## config.mk

```make
export PLATFORM = sky130hd
export DESIGN_NAME = pae_top
export DESIGN_NICKNAME = d
export VERILOG_FILES = /design/src/hw/pae_pkg.sv /design/src/hw/pae_channel.sv /design/src/hw/pae_top.sv
export SDC_FILE = /design/constraint.sdc
export NUM_CORES = 2
export LEC_CHECK = 0
export BUFFER_PORTS_ARGS = -buffer_cell sky130_fd_sc_hd__buf_2
export CAP_MARGIN = 20
export CORE_MARGIN = 3
export CORE_UTILIZATION = 45
export DETAILED_ROUTE_END_ITERATION = 8
export HOLD_SLACK_MARGIN = 0.05
export PLACE_DENSITY_LB_ADDON = 0.2
export SLEW_MARGIN = 20
export SYNTH_ARGS = -nofsm -noshare
export SYNTH_HDL_FRONTEND = slang
export SYNTH_SLANG_ARGS = --single-unit
```

## constraint.sdc

```tcl
create_clock -name ref_clk_i -period 6.15 [get_ports ref_clk_i]
set_input_delay 0.3075 -clock ref_clk_i [delete_from_list [all_inputs] [get_ports ref_clk_i]]
set_output_delay 0.3075 -clock ref_clk_i [all_outputs]
set_load 0.005 [all_outputs]
```

## src/hw/pae_pkg.sv

```systemverilog
`default_nettype none

package pae_pkg;

	////////////////////////////////////////////////////////////////////////
	// Sizes
	localparam int NCH  = 4;
	localparam int DW   = 16;
	localparam int EW   = 18;
	localparam int KW   = 5;
	localparam int SELW = 3;

	////////////////////////////////////////////////////////////////////////
	// Alarm type codes
	localparam logic [KW-1:0] TYPE_OFF          = 5'h00;
	localparam logic [KW-1:0] TYPE_BAND_OUT     = 5'h01;
	localparam logic [KW-1:0] TYPE_UPPER        = 5'h02;
	localparam logic [KW-1:0] TYPE_LOWER        = 5'h03;
	localparam logic [KW-1:0] TYPE_BAND_IN      = 5'h04;
	localparam logic [KW-1:0] TYPE_BAND_OUT_SB  = 5'h05;
	localparam logic [KW-1:0] TYPE_UPPER_SB     = 5'h06;
	localparam logic [KW-1:0] TYPE_LOWER_SB     = 5'h07;
	localparam logic [KW-1:0] TYPE_ABS_UPPER    = 5'h08;
	localparam logic [KW-1:0] TYPE_ABS_LOWER    = 5'h09;
	localparam logic [KW-1:0] TYPE_ABS_UPPER_SB = 5'h0a;
	localparam logic [KW-1:0] TYPE_ABS_LOWER_SB = 5'h0b;
	localparam logic [KW-1:0] TYPE_LOOP_BREAK   = 5'h0c;
	localparam logic [KW-1:0] TYPE_SP_UPPER     = 5'h0e;
	localparam logic [KW-1:0] TYPE_SP_LOWER     = 5'h0f;
	localparam logic [KW-1:0] TYPE_MV_UPPER     = 5'h10;

	////////////////////////////////////////////////////////////////////////
	// Assignments and reset values
	localparam int              LBA_CHANNEL = 0;
	localparam logic [SELW-1:0] SEL_NONE    = 3'h0;
	localparam logic [SELW-1:0] SEL_FIRST   = 3'h1;
	localparam logic [SELW-1:0] SEL_LAST    = 3'h4;
	localparam logic [DW-1:0]   RST_VALUE   = 16'h0064;
	localparam logic [DW-1:0]   RST_HYST    = 16'h0002;

	////////////////////////////////////////////////////////////////////////
	// Carriers
	typedef struct packed {
		logic [KW-1:0]        kind;
		logic signed [DW-1:0] value;
		logic signed [DW-1:0] upper;
		logic signed [DW-1:0] lower;
		logic signed [DW-1:0] hyst;
	} pae_cfg_t;

	typedef struct packed {
		logic signed [DW-1:0] pv;
		logic signed [DW-1:0] sp;
		logic signed [DW-1:0] mv;
		logic signed [DW-1:0] heat_mv;
	} pae_proc_t;

	localparam pae_cfg_t RST_CFG = '{TYPE_UPPER, RST_VALUE, RST_VALUE, RST_VALUE, RST_HYST};

	typedef enum logic [3:0] {
		ST_OFF   = 4'b0001,
		ST_WAIT  = 4'b0010,
		ST_CLEAR = 4'b0100,
		ST_ON    = 4'b1000
	} pae_state_t;

	////////////////////////////////////////////////////////////////////////
	// Helpers
	function automatic logic signed [EW-1:0] pae_ext(input logic signed [DW-1:0] v);
		return EW'(v);
	endfunction

	function automatic logic pae_has_standby(input logic [KW-1:0] k);
		return k == TYPE_BAND_OUT_SB || k == TYPE_UPPER_SB || k == TYPE_LOWER_SB
			|| k == TYPE_ABS_UPPER_SB || k == TYPE_ABS_LOWER_SB;
	endfunction

endpackage

`default_nettype wire

```

## src/hw/pae_channel.sv

```systemverilog
`timescale 1ns/1ps
`default_nettype none

module pae_channel (
	// Clock and reset
	input  wire logic              ref_clk_i,
	input  wire logic              reset_i,
	// Evaluation control
	input  wire logic              tick_i,
	input  wire logic              enable_i,
	input  wire logic              lba_ok_i,
	input  wire logic              standby_reset_i,
	input  wire logic              loop_break_i,
	input  wire logic              heat_cool_i,
	input  var  pae_pkg::pae_cfg_t  cfg_i,
	input  var  pae_pkg::pae_proc_t proc_i,
	// Result
	output logic                   alarm_o,
	output logic                   standby_o
);

	pae_pkg::pae_state_t state_r;
	pae_pkg::pae_state_t state_nxt;
	logic                enter;
	logic                stay;
	logic                live;
	logic                sby;

	////////////////////////////////////////////////////////////////////////
	// Region tests with hysteresis, loop break without
	always_comb begin
		logic signed [pae_pkg::EW-1:0] pv;
		logic signed [pae_pkg::EW-1:0] sp;
		logic signed [pae_pkg::EW-1:0] mv;
		logic signed [pae_pkg::EW-1:0] x;
		logic signed [pae_pkg::EW-1:0] h;
		logic signed [pae_pkg::EW-1:0] hi;
		logic signed [pae_pkg::EW-1:0] lo;
		pv = pae_pkg::pae_ext(proc_i.pv);
		sp = pae_pkg::pae_ext(proc_i.sp);
		mv = pae_pkg::pae_ext(heat_cool_i ? proc_i.heat_mv : proc_i.mv);
		x  = pae_pkg::pae_ext(cfg_i.value);
		h  = pae_pkg::pae_ext(cfg_i.hyst);
		hi = sp + pae_pkg::pae_ext(cfg_i.upper);
		lo = sp - pae_pkg::pae_ext(cfg_i.lower);
		enter = 1'b0;
		stay  = 1'b0;
		case (cfg_i.kind)
			pae_pkg::TYPE_BAND_OUT, pae_pkg::TYPE_BAND_OUT_SB: begin
				enter = pv >= hi || pv <= lo;
				stay  = pv >= hi - h || pv <= lo + h;
			end
			pae_pkg::TYPE_UPPER, pae_pkg::TYPE_UPPER_SB: begin
				enter = pv >= sp + x;
				stay  = pv >= sp + x - h;
			end
			pae_pkg::TYPE_LOWER, pae_pkg::TYPE_LOWER_SB: begin
				enter = pv <= sp - x;
				stay  = pv <= sp - x + h;
			end
			pae_pkg::TYPE_BAND_IN: begin
				enter = pv < hi && pv > lo;
				stay  = pv < hi + h && pv > lo - h;
			end
			pae_pkg::TYPE_ABS_UPPER, pae_pkg::TYPE_ABS_UPPER_SB: begin
				enter = pv > x;
				stay  = pv > x - h;
			end
			pae_pkg::TYPE_ABS_LOWER, pae_pkg::TYPE_ABS_LOWER_SB: begin
				enter = pv < x;
				stay  = pv < x + h;
			end
			pae_pkg::TYPE_LOOP_BREAK: begin
				enter = lba_ok_i && loop_break_i;
				stay  = enter;
			end
			pae_pkg::TYPE_SP_UPPER: begin
				enter = sp > x;
				stay  = sp > x - h;
			end
			pae_pkg::TYPE_SP_LOWER: begin
				enter = sp < x;
				stay  = sp < x + h;
			end
			pae_pkg::TYPE_MV_UPPER: begin
				enter = mv > x;
				stay  = mv > x - h;
			end
			default: begin
				enter = 1'b0;
				stay  = 1'b0;
			end
		endcase
	end

	////////////////////////////////////////////////////////////////////////
	// Alarm and standby sequence
	assign sby  = pae_pkg::pae_has_standby(cfg_i.kind);
	assign live = enable_i && cfg_i.kind != pae_pkg::TYPE_OFF
		&& !(cfg_i.kind == pae_pkg::TYPE_LOOP_BREAK && !lba_ok_i);

	always_comb begin
		state_nxt = state_r;
		unique case (state_r)
			pae_pkg::ST_OFF:   if (tick_i) begin
				state_nxt = sby ? pae_pkg::ST_WAIT : (enter ? pae_pkg::ST_ON : pae_pkg::ST_CLEAR);
			end
			pae_pkg::ST_WAIT:  if (tick_i && !stay) begin
				state_nxt = pae_pkg::ST_CLEAR;
			end
			pae_pkg::ST_CLEAR: if (tick_i && enter) begin
				state_nxt = pae_pkg::ST_ON;
			end
			pae_pkg::ST_ON:    if (tick_i && !stay) begin
				state_nxt = pae_pkg::ST_CLEAR;
			end
			default: state_nxt = pae_pkg::ST_OFF;
		endcase
		if (standby_reset_i && sby && state_r != pae_pkg::ST_OFF) begin
			state_nxt = pae_pkg::ST_WAIT;
		end
		if (!live) begin
			state_nxt = pae_pkg::ST_OFF;
		end
	end

	always_ff @(posedge ref_clk_i) begin
		if (reset_i) begin
			state_r <= pae_pkg::ST_OFF;
		end else begin
			state_r <= state_nxt;
		end
	end

	assign alarm_o   = state_r[3];
	assign standby_o = state_r[1];

endmodule

`default_nettype wire

```

## src/hw/pae_top.sv

```systemverilog
`timescale 1ns/1ps
`default_nettype none

module pae_top (
	// Clock and reset
	input  wire logic                          ref_clk_i,
	input  wire logic                          reset_i,
	// Sampling cycle
	input  wire logic                          sample_tick_i,
	// Channel configuration
	input  wire logic [pae_pkg::NCH-1:0]       cfg_wr_i,
	input  var  pae_pkg::pae_cfg_t             cfg_i,
	input  wire logic [pae_pkg::NCH-1:0]       standby_reset_i,
	// Control loop values
	input  var  pae_pkg::pae_proc_t            proc_i,
	input  wire logic                          heat_cool_i,
	input  wire logic                          loop_break_i,
	// Heater fault detection
	input  wire logic                          heater_fault_detect_i,
	input  wire logic                          heater_alarm_i,
	input  wire logic                          aux1_alarm_assign_i,
	// Control output assignment
	input  wire logic [pae_pkg::SELW-1:0]      ctrl1_assign_i,
	input  wire logic [pae_pkg::SELW-1:0]      ctrl2_assign_i,
	input  wire logic [1:0]                    ctrl_drive_i,
	// Outputs
	output logic [pae_pkg::NCH-1:0]            aux_o,
	output logic [1:0]                         ctrl_out_o,
	output logic [pae_pkg::NCH-1:0]            alarm_state_o,
	output logic [pae_pkg::NCH-1:0]            standby_o
);

	pae_pkg::pae_cfg_t              cfg_r   [pae_pkg::NCH];
	pae_pkg::pae_cfg_t              cfg_nxt [pae_pkg::NCH];
	logic [pae_pkg::NCH-1:0]        en;
	logic [pae_pkg::NCH-1:0]        alm;
	logic [pae_pkg::NCH-1:0]        stb;
	logic [pae_pkg::NCH-1:0]        aux_r;
	logic [pae_pkg::NCH-1:0]        aux_nxt;
	logic [1:0]                     ctrl_r;
	logic [1:0]                     ctrl_nxt;
	logic [pae_pkg::NCH-1:0]        state_r;
	logic [pae_pkg::NCH-1:0]        stb_r;
	logic                           heater_owns_aux1;

	////////////////////////////////////////////////////////////////////////
	// Helpers
	function automatic logic sel_valid(input logic [pae_pkg::SELW-1:0] sel);
		return sel >= pae_pkg::SEL_FIRST && sel <= pae_pkg::SEL_LAST;
	endfunction

	function automatic logic pick(input logic [pae_pkg::SELW-1:0] sel,
		input logic [pae_pkg::NCH-1:0] alarms, input logic drive);
		logic [1:0] idx;
		idx = 2'(sel - pae_pkg::SEL_FIRST);
		return sel_valid(sel) ? alarms[idx] : drive;
	endfunction

	////////////////////////////////////////////////////////////////////////
	// Configuration per channel
	always_comb begin
		for (int i = 0; i < pae_pkg::NCH; i++) begin
			cfg_nxt[i] = cfg_r[i];
			if (cfg_wr_i[i]) begin
				cfg_nxt[i].value = cfg_i.value;
				cfg_nxt[i].upper = cfg_i.upper;
				cfg_nxt[i].lower = cfg_i.lower;
				cfg_nxt[i].hyst  = cfg_i.hyst;
				if (cfg_i.kind <= pae_pkg::TYPE_MV_UPPER
					&& !(cfg_i.kind == pae_pkg::TYPE_LOOP_BREAK
					&& i != pae_pkg::LBA_CHANNEL)) begin
					cfg_nxt[i].kind = cfg_i.kind;
				end
			end
		end
	end

	always_ff @(posedge ref_clk_i) begin
		for (int i = 0; i < pae_pkg::NCH; i++) begin
			if (reset_i) begin
				cfg_r[i] <= pae_pkg::RST_CFG;
			end else begin
				cfg_r[i] <= cfg_nxt[i];
			end
		end
	end

	////////////////////////////////////////////////////////////////////////
	// Channel enables
	assign heater_owns_aux1 = heater_fault_detect_i && !aux1_alarm_assign_i;

	always_comb begin
		en    = '1;
		en[0] = !heater_owns_aux1
			|| ctrl1_assign_i == pae_pkg::SEL_FIRST
			|| ctrl2_assign_i == pae_pkg::SEL_FIRST;
	end

	////////////////////////////////////////////////////////////////////////
	// Channels
	for (genvar g = 0; g < pae_pkg::NCH; g++) begin : g_ch
		pae_channel u_ch (
			.ref_clk_i       (ref_clk_i),
			.reset_i         (reset_i),
			.tick_i          (sample_tick_i),
			.enable_i        (en[g]),
			.lba_ok_i        (g == pae_pkg::LBA_CHANNEL),
			.standby_reset_i (standby_reset_i[g]),
			.loop_break_i    (loop_break_i),
			.heat_cool_i     (heat_cool_i),
			.cfg_i           (cfg_r[g]),
			.proc_i          (proc_i),
			.alarm_o         (alm[g]),
			.standby_o       (stb[g])
		);
	end

	////////////////////////////////////////////////////////////////////////
	// Output routing
	always_comb begin
		aux_nxt = alm;
		if (heater_owns_aux1) begin
			aux_nxt[0] = heater_alarm_i;
		end
		ctrl_nxt[0] = pick(ctrl1_assign_i, alm, ctrl_drive_i[0]);
		ctrl_nxt[1] = pick(ctrl2_assign_i, alm, ctrl_drive_i[1]);
	end

	always_ff @(posedge ref_clk_i) begin
		if (reset_i) begin
			aux_r   <= '0;
			ctrl_r  <= '0;
			state_r <= '0;
			stb_r   <= '0;
		end else begin
			aux_r   <= aux_nxt;
			ctrl_r  <= ctrl_nxt;
			state_r <= alm;
			stb_r   <= stb;
		end
	end

	assign aux_o         = aux_r;
	assign ctrl_out_o    = ctrl_r;
	assign alarm_state_o = state_r;
	assign standby_o     = stb_r;

	logic signed [pae_pkg::EW-1:0] pv_e;
	logic signed [pae_pkg::EW-1:0] sp_e;
	logic signed [pae_pkg::EW-1:0] hmv_e;
	logic signed [pae_pkg::EW-1:0] mv_e;
	assign mv_e  = pae_pkg::pae_ext(proc_i.mv);
	assign pv_e  = pae_pkg::pae_ext(proc_i.pv);
	assign sp_e  = pae_pkg::pae_ext(proc_i.sp);
	assign hmv_e = pae_pkg::pae_ext(proc_i.heat_mv);
endmodule

`default_nettype wire

```

### Word level (Yosys, flattened, before mapping)

Memory sizes are Yosys's and may differ from the RTL's.
Index checks and enable logic that the tools add are counted.

* register bits: 30
* bits in writable memories: 276
* bits of input ports: 157
* logic and storage cells: 444
* memories: 1

* $add $sub $neg: 50
* order comparisons: 95
* equal/unequal tests: 107
* multiplexer cells: 59
* bitwise logic cells: 8
* reductions and logical operators: 112

Memory list
* cfg_r: depth 4, bits a word 69, read ports 4, clocked after memory_dff 0, write ports 4, line pae_top.sv:33 `pae_pkg::pae_cfg_t cfg_r [pae_pkg::NCH];`

Operators with widths (count)
* 69-bit 2-to-1 mux: 8
* 16-bit by 17-bit greater-than comparator with 1-bit output: 16
* 17-bit by 16-bit adder with 18-bit output: 12
* 17-bit by 16-bit subtractor with 18-bit output: 12
* 16-bit by 16-bit adder with 17-bit output: 12
* 16-bit by 17-bit less-than comparator with 1-bit output: 12
* 16-bit by 16-bit subtractor with 17-bit output: 12
* 16-bit greater-than comparator: 12
* 5-bit by 4-bit == test with 1-bit output (second input constant): 29
* 16-bit by 18-bit greater-or-equal comparator with 1-bit output: 8
* 16-bit by 18-bit <= comparator with 1-bit output: 8
* 16-bit by 17-bit greater-or-equal comparator with 1-bit output: 8
* 16-bit by 17-bit <= comparator with 1-bit output: 8
* 16-bit less-than comparator: 8
* 5-bit by 3-bit == test with 1-bit output (second input constant): 16
* 4-bit 2-to-1 mux: 20
* 16-bit by 18-bit greater-than comparator with 1-bit output: 4
* 16-bit by 18-bit less-than comparator with 1-bit output: 4
* 2-bit OR reduction: 28
* 1-bit case mux with 9 select lines: 6
* 4-bit case mux with 3 select lines: 4
* 5-bit by 2-bit == test with 1-bit output (second input constant): 8
* 1-bit logical AND: 32
* 1-bit logical OR: 26
* 29 further kinds: 118

### Longest topological paths before layout

An unclocked memory read counts as a cell.

* depth in word-level cells: 11
* depth in mapped cells: 33
* depth with buffers taken out: 32

### Hierarchy

Synthesis repeated with hierarchy kept, for this count alone.

* cells, all modules: 9536
* area total of the unflattened synthesis: 74790.5 µm²

Modules (own cells, without submodules)
* pae_channel (g_ch[0].u_ch): times used 1, cells each 2147, area each 16200.5 µm², sequential area each 80.1 µm²
* pae_channel (g_ch[1].u_ch): times used 1, cells each 2153, area each 16186.8 µm², sequential area each 80.1 µm²
* pae_channel (g_ch[3].u_ch): times used 1, cells each 2130, area each 15994.1 µm², sequential area each 80.1 µm²
* pae_channel (g_ch[2].u_ch): times used 1, cells each 2135, area each 15986.6 µm², sequential area each 80.1 µm²
* pae_top: times used 1, cells each 971, area each 10422.5 µm², sequential area each 5745.5 µm²

### Worst setup path after synthesis

OpenSTA, ideal clock, no wires.

* path kind: input-to-reg
* start: in proc_i[33] (netlist name)
* end: reg g_ch[0].u_ch.state_r[3]
* arrival: 6148 ps
* data required time: 6034 ps
* slack: -114 ps
* stages on the path: 28
* path through: inv_1 fa_1 nor2b_1 o21ai_0 a21boi_0 o21ai_0 a21oi_1 a211oi_1 nor2_1 a2111oi_0 nor3_1 ha_1 clkinv_1 nor2_1 nor2_1 or4b_2 o311ai_0 a311oi_1 ha_1 and3_1 nand3_1 or3_1 and3_1 mux2i_1 a31oi_1 o41ai_2 nor2_1 a31o_2

* word-level cells in the longest chain between the ends: 9
* elaborated cells between the ends (all ways): 42
* those cells by class: add/sub: 10; order compare: 16; eq/ne: 2; mux: 6; reduce/logical: 8

Ends and longest elaborated chain
* start: declaration: line pae_top.sv:15 `input var pae_pkg::pae_proc_t proc_i,`
* 16-bit by 16-bit adder with 17-bit output or 16-bit by 16-bit subtractor with 17-bit output (tied branches): line pae_channel.sv:44, pae_channel.sv:45
* 17-bit by 16-bit adder with 18-bit output (tied with other cells): line pae_channel.sv:63 `stay = pv < hi + h && pv > lo - h;`
* 16-bit by 18-bit less-than comparator with 1-bit output (tied with other cells): line pae_channel.sv:63
* 1-bit logical AND or 1-bit logical OR (tied branches): line pae_channel.sv:63, pae_channel.sv:51
* 1-bit case mux with 10 select lines: line pae_channel.sv:48 `case (cfg_i.kind)`
* 1-bit zero test: line pae_channel.sv:108, pae_channel.sv:114
* 1-bit logical AND: line pae_channel.sv:108, pae_channel.sv:114
* 2-bit by 1-bit inequality test with 1-bit output (no source line)
* 3-bit AND reduction (no source line)
* end signal: assignment: line pae_channel.sv:129 `state_r <= pae_pkg::ST_OFF;`
* end signal: assignment: line pae_channel.sv:131 `state_r <= state_nxt;`
* end: declaration: line pae_channel.sv:22 `pae_pkg::pae_state_t state_r;`

Several ways; a longest one is shown, not always the timed one. The select of a mux whose other input is x is not followed.
A chain may end at the register's enable or synchronous reset.

==> metrics.md <==
| Metric | Value |
|---|---|
| Status | finished, violations left |
| Failing checks | negative setup slack |
| Antenna violations before repair | 49 |
| Final Max Tran Viols | 0 |
| Final ANT Viol Nets | 0 |
| Standard-cell rows | between 100 and 150 |
| Num CTS Buffers | 47 |
| Worst-Margin Slew | roughly 1.3 ns |
| Post-Syn Area | roughly 0.074 mm² |
| Synth Warn # | 0 |
| Global-route wire length before repair | just over 500 mm |
| Clock Sinks | between 300 and 400 |
| Pleak | around 47 nW |
| Iter 0 DRT Violations | around 9000 |
| Starting density of the core | 0.454 |
| Clock transition at path regs | ~0.07 ns |
| Number of nets in the layout | roughly 13000 |
| # DRC | 0 |
| Sw frac | 0.488 |
| TritonCTS clock tree | yes |
| Mean Syn Cell Area | approximately 7.8 µm² |
| Hpwl dp | between 200 and 300 mm |
| Maximum VDD drop | ~0.25 mV |
| Mean routed wirelength per cell | ~26 µm |
| Design area | 0.0950 mm² |
| Vias in the first global route | about 76000 |
| Worst hold margin | between 0.06 and 0.07 ns |
| Routed WL | around 360 mm |
| Clk pwr share | 0.123 |
| Final Core Density | 0.582 |
| Placed instance area | around 0.09 mm² |
| Die ar. | between 0.15 and 0.2 mm² |
| RSZ-0062 raised after global routing | true |
| Cell Count, Final, Fillers Out | around 14000 |
| Seq cells post-synth | 303 |
| Crit path buf inv count | 6 |
| EDFF count, synth | 0 |
| Most frequent cells in the layout | ha_1, buf_4, inv_1 |
| Worst-path maximum fanout | 6 |
| Hold Fails Final Rpt | 0 |
| Io pins | roughly 170 |
| Grt ovf | 0 |
| IO Port Bufs | between 150 and 200 |
| First drt pass iteration count | 8 |
| Via count | roughly 83000 |
| Logic gate share of total power | 0.778 |
| Post-place setup slack | -1.18 ns |
| Startpoint types | register |
| GRT Util Overall | 0.399 |
| Critical Path Sink Type | register |
| Setup TNS | -0.103 ns |
| Critical Path RT | 6.71 ns |
| Power Density | between 200 and 300 mW/mm² |
| Layout cell share with drive strength beyond 1 | 0.227 |
| Min cycle time layout | a little over 6 ns |
| F_max | ~0.16 GHz |
| Sequential share of power | 0.099 |
| Crit path max-delay family | compound AO/OA/AOI/OAI gates |
| Deepest clock path buffer count | 3 |
| Distinct cells, synth | 88 |
| Top FF cell, synth | dfxtp_1 |
| Part of the cycle the worst path needs | 1.01 |
| Finish-stage setup viols | 3 |
| Max cap viols | 0 |
| Synth Net Count | around 12000 |
| CP peak stage delay | 0.56 ns |
| Die H | approximately 400 µm |
| Syn-to-layout area delta | 28.2% |
| Clock skew | 0.0258 ns |
| Vias/cell | about 6.2 |
| Most common cell after layout, fill and taps aside | ha_1 |
| Ys async rst share | 0 |
| Chip width | between 400 and 500 µm |
| Placed Cells | 13300 |
| CORE AREA | ~0.16 mm² |
| Sequential cell area fraction in the yosys report | 0.0818 |
| Largest net degree at the start of global routing | about 130 |
| Worst skew pair latency | ~0.69 ns |
| Psw | 11.7 mW |
| Fin worst setup slack | -0.0680 ns |
| Total power | 24.0 mW |
| Fillers | around 15000 |
| GPL Wtd Cong | around 1.1 |
| H-tree depth | 2 |
| Clk Tree Root Cell | clkbuf_16 |
| Crit-path slowest cell | or4_4 |
| Hold WC Path Type | in -> reg |
| Cells after synthesis | between 9000 and 10000 |
| Setup CP Type | reg -> reg |
| Slew HR | 0.163 |
| Internal Power | between 10 and 15 mW |
| CP arrival | about 6.8 ns |
state kept, by name (all words and copies together) (netlist names):
register / flops
standby_o: 4
aux_o: 4
g_ch.u_ch.state_r: 16
cfg_r: 276
alarm_state_o: 1
ctrl_out_o: 2
worst register-to-register path, delay by kind of cell, from the launching register on:
kind / cells / cell delay [ns]
AOI/OAI and AO/OA: 15 / 2.57
and+or+nand+nor: 7 / 1.25
adders and majority gates: 3 / 1.06
buffers and inverters: 6 / 0.77
DFF: 1 / 0.34
xor gates and xnor gates: 1 / 0.12
kinds of logic after synthesis:
group,after synthesis,synth area share
adder cells (fa/ha/maj),2004,0.343
XOR/XNOR,635,0.0750
buffers and inverters,1087,0.0552
AO/OA/AOI/OAI,2424,0.216
flip-flops,303,0.0818
multiplexers,304,0.0417
AND/OR/NAND/NOR,2783,0.187
repair_timing:
action,in CTS,in global routing
buffers inserted,44,76
pin swaps,101,278
gates resized for setup,171,505
endpoints found under the hold margin,11,0
hold buffers,7,0
endpoints found under the setup margin,13,13
final cells by class:
cell class | instances | area (µm²) | share of cell area
well taps | 2175 | 2720 | 0.0287
clock buffers | 60 | 1290 | 0.0136
diodes | 34 | 85.1 | 0.000896
multi-input cells | 8150 | 67000 | 0.705
repair buffers | 1896 | 14200 | 0.150
inverters | 885 | 3340 | 0.0352
flip-flops and latches | 303 | 6090 | 0.0642
clock inverters | 25 | 288 | 0.00303
cell usage after synthesis (22+ instances only):
cell / instances / area, µm²
a2111oi_0: 71 / 622
a211o_1: 41 / 359
a211oi_1: 125 / 938
a21boi_0: 48 / 360
a21o_1: 216 / 1620
a21oi_1: 733 / 3670
a221oi_1: 25 / 219
a311oi_1: 32 / 280
a31oi_1: 92 / 576
a41oi_1: 22 / 193
and2_1: 38 / 238
and3_1: 85 / 532
and4_1: 33 / 289
clkbuf_1: 179 / 672
dfxtp_1: 303 / 6070
fa_1: 48 / 961
ha_1: 1956 / 24500
inv_1: 879 / 3300
mux2i_1: 281 / 2810
nand2_1: 504 / 1890
nand2b_1: 137 / 857
nand3_1: 254 / 1270
nand3b_1: 26 / 195
nand4_1: 166 / 1040
nor2_1: 785 / 2950
nor2b_1: 188 / 1180
nor3_1: 267 / 1340
nor3b_1: 39 / 293
nor4_1: 66 / 413
o2111ai_1: 51 / 447
o211ai_1: 87 / 653
o21a_1: 49 / 368
o21ai_0: 403 / 2020
o21bai_1: 106 / 796
o311ai_0: 26 / 228
o31ai_1: 64 / 480
o41ai_1: 33 / 289
or2_2: 43 / 269
or3_1: 101 / 632
xnor2_1: 480 / 4200
xor2_1: 155 / 1360
worst paths after layout:
check,slack (ns),depth (start not counted),end,from
max,-0.07,32,g_ch[2].u_ch.state_r[1],cfg_r[2][49]
min,0.07,3,cfg_r[3][39],cfg_i[39]
max reg2reg,-0.07,32,g_ch[2].u_ch.state_r[1],cfg_r[2][49]
min reg2reg,0.48,2,cfg_r[0][38],cfg_r[0][38]
power groups by stage:
stage	clock (mW)	combinational (mW)	sequential, mW
global placement	0	16.6	2.37
floorplan	0	10.4	2.29
CTS	2.95	17.3	2.34
finish	2.95	18.6	2.36
global route	3.00	20.4	2.37
detailed placement	0	17.0	2.38
metal layers:
layer	up-vias	track usage	wire length [µm]
met3	909	0.0910	40400
met1	39600	0.543	151000
met5	-	0	150
met4	26	0.220	23800
met2	4283	0.575	142000
li1	38500	-	-
No activity file was read; power rests on OpenSTA's default activity.
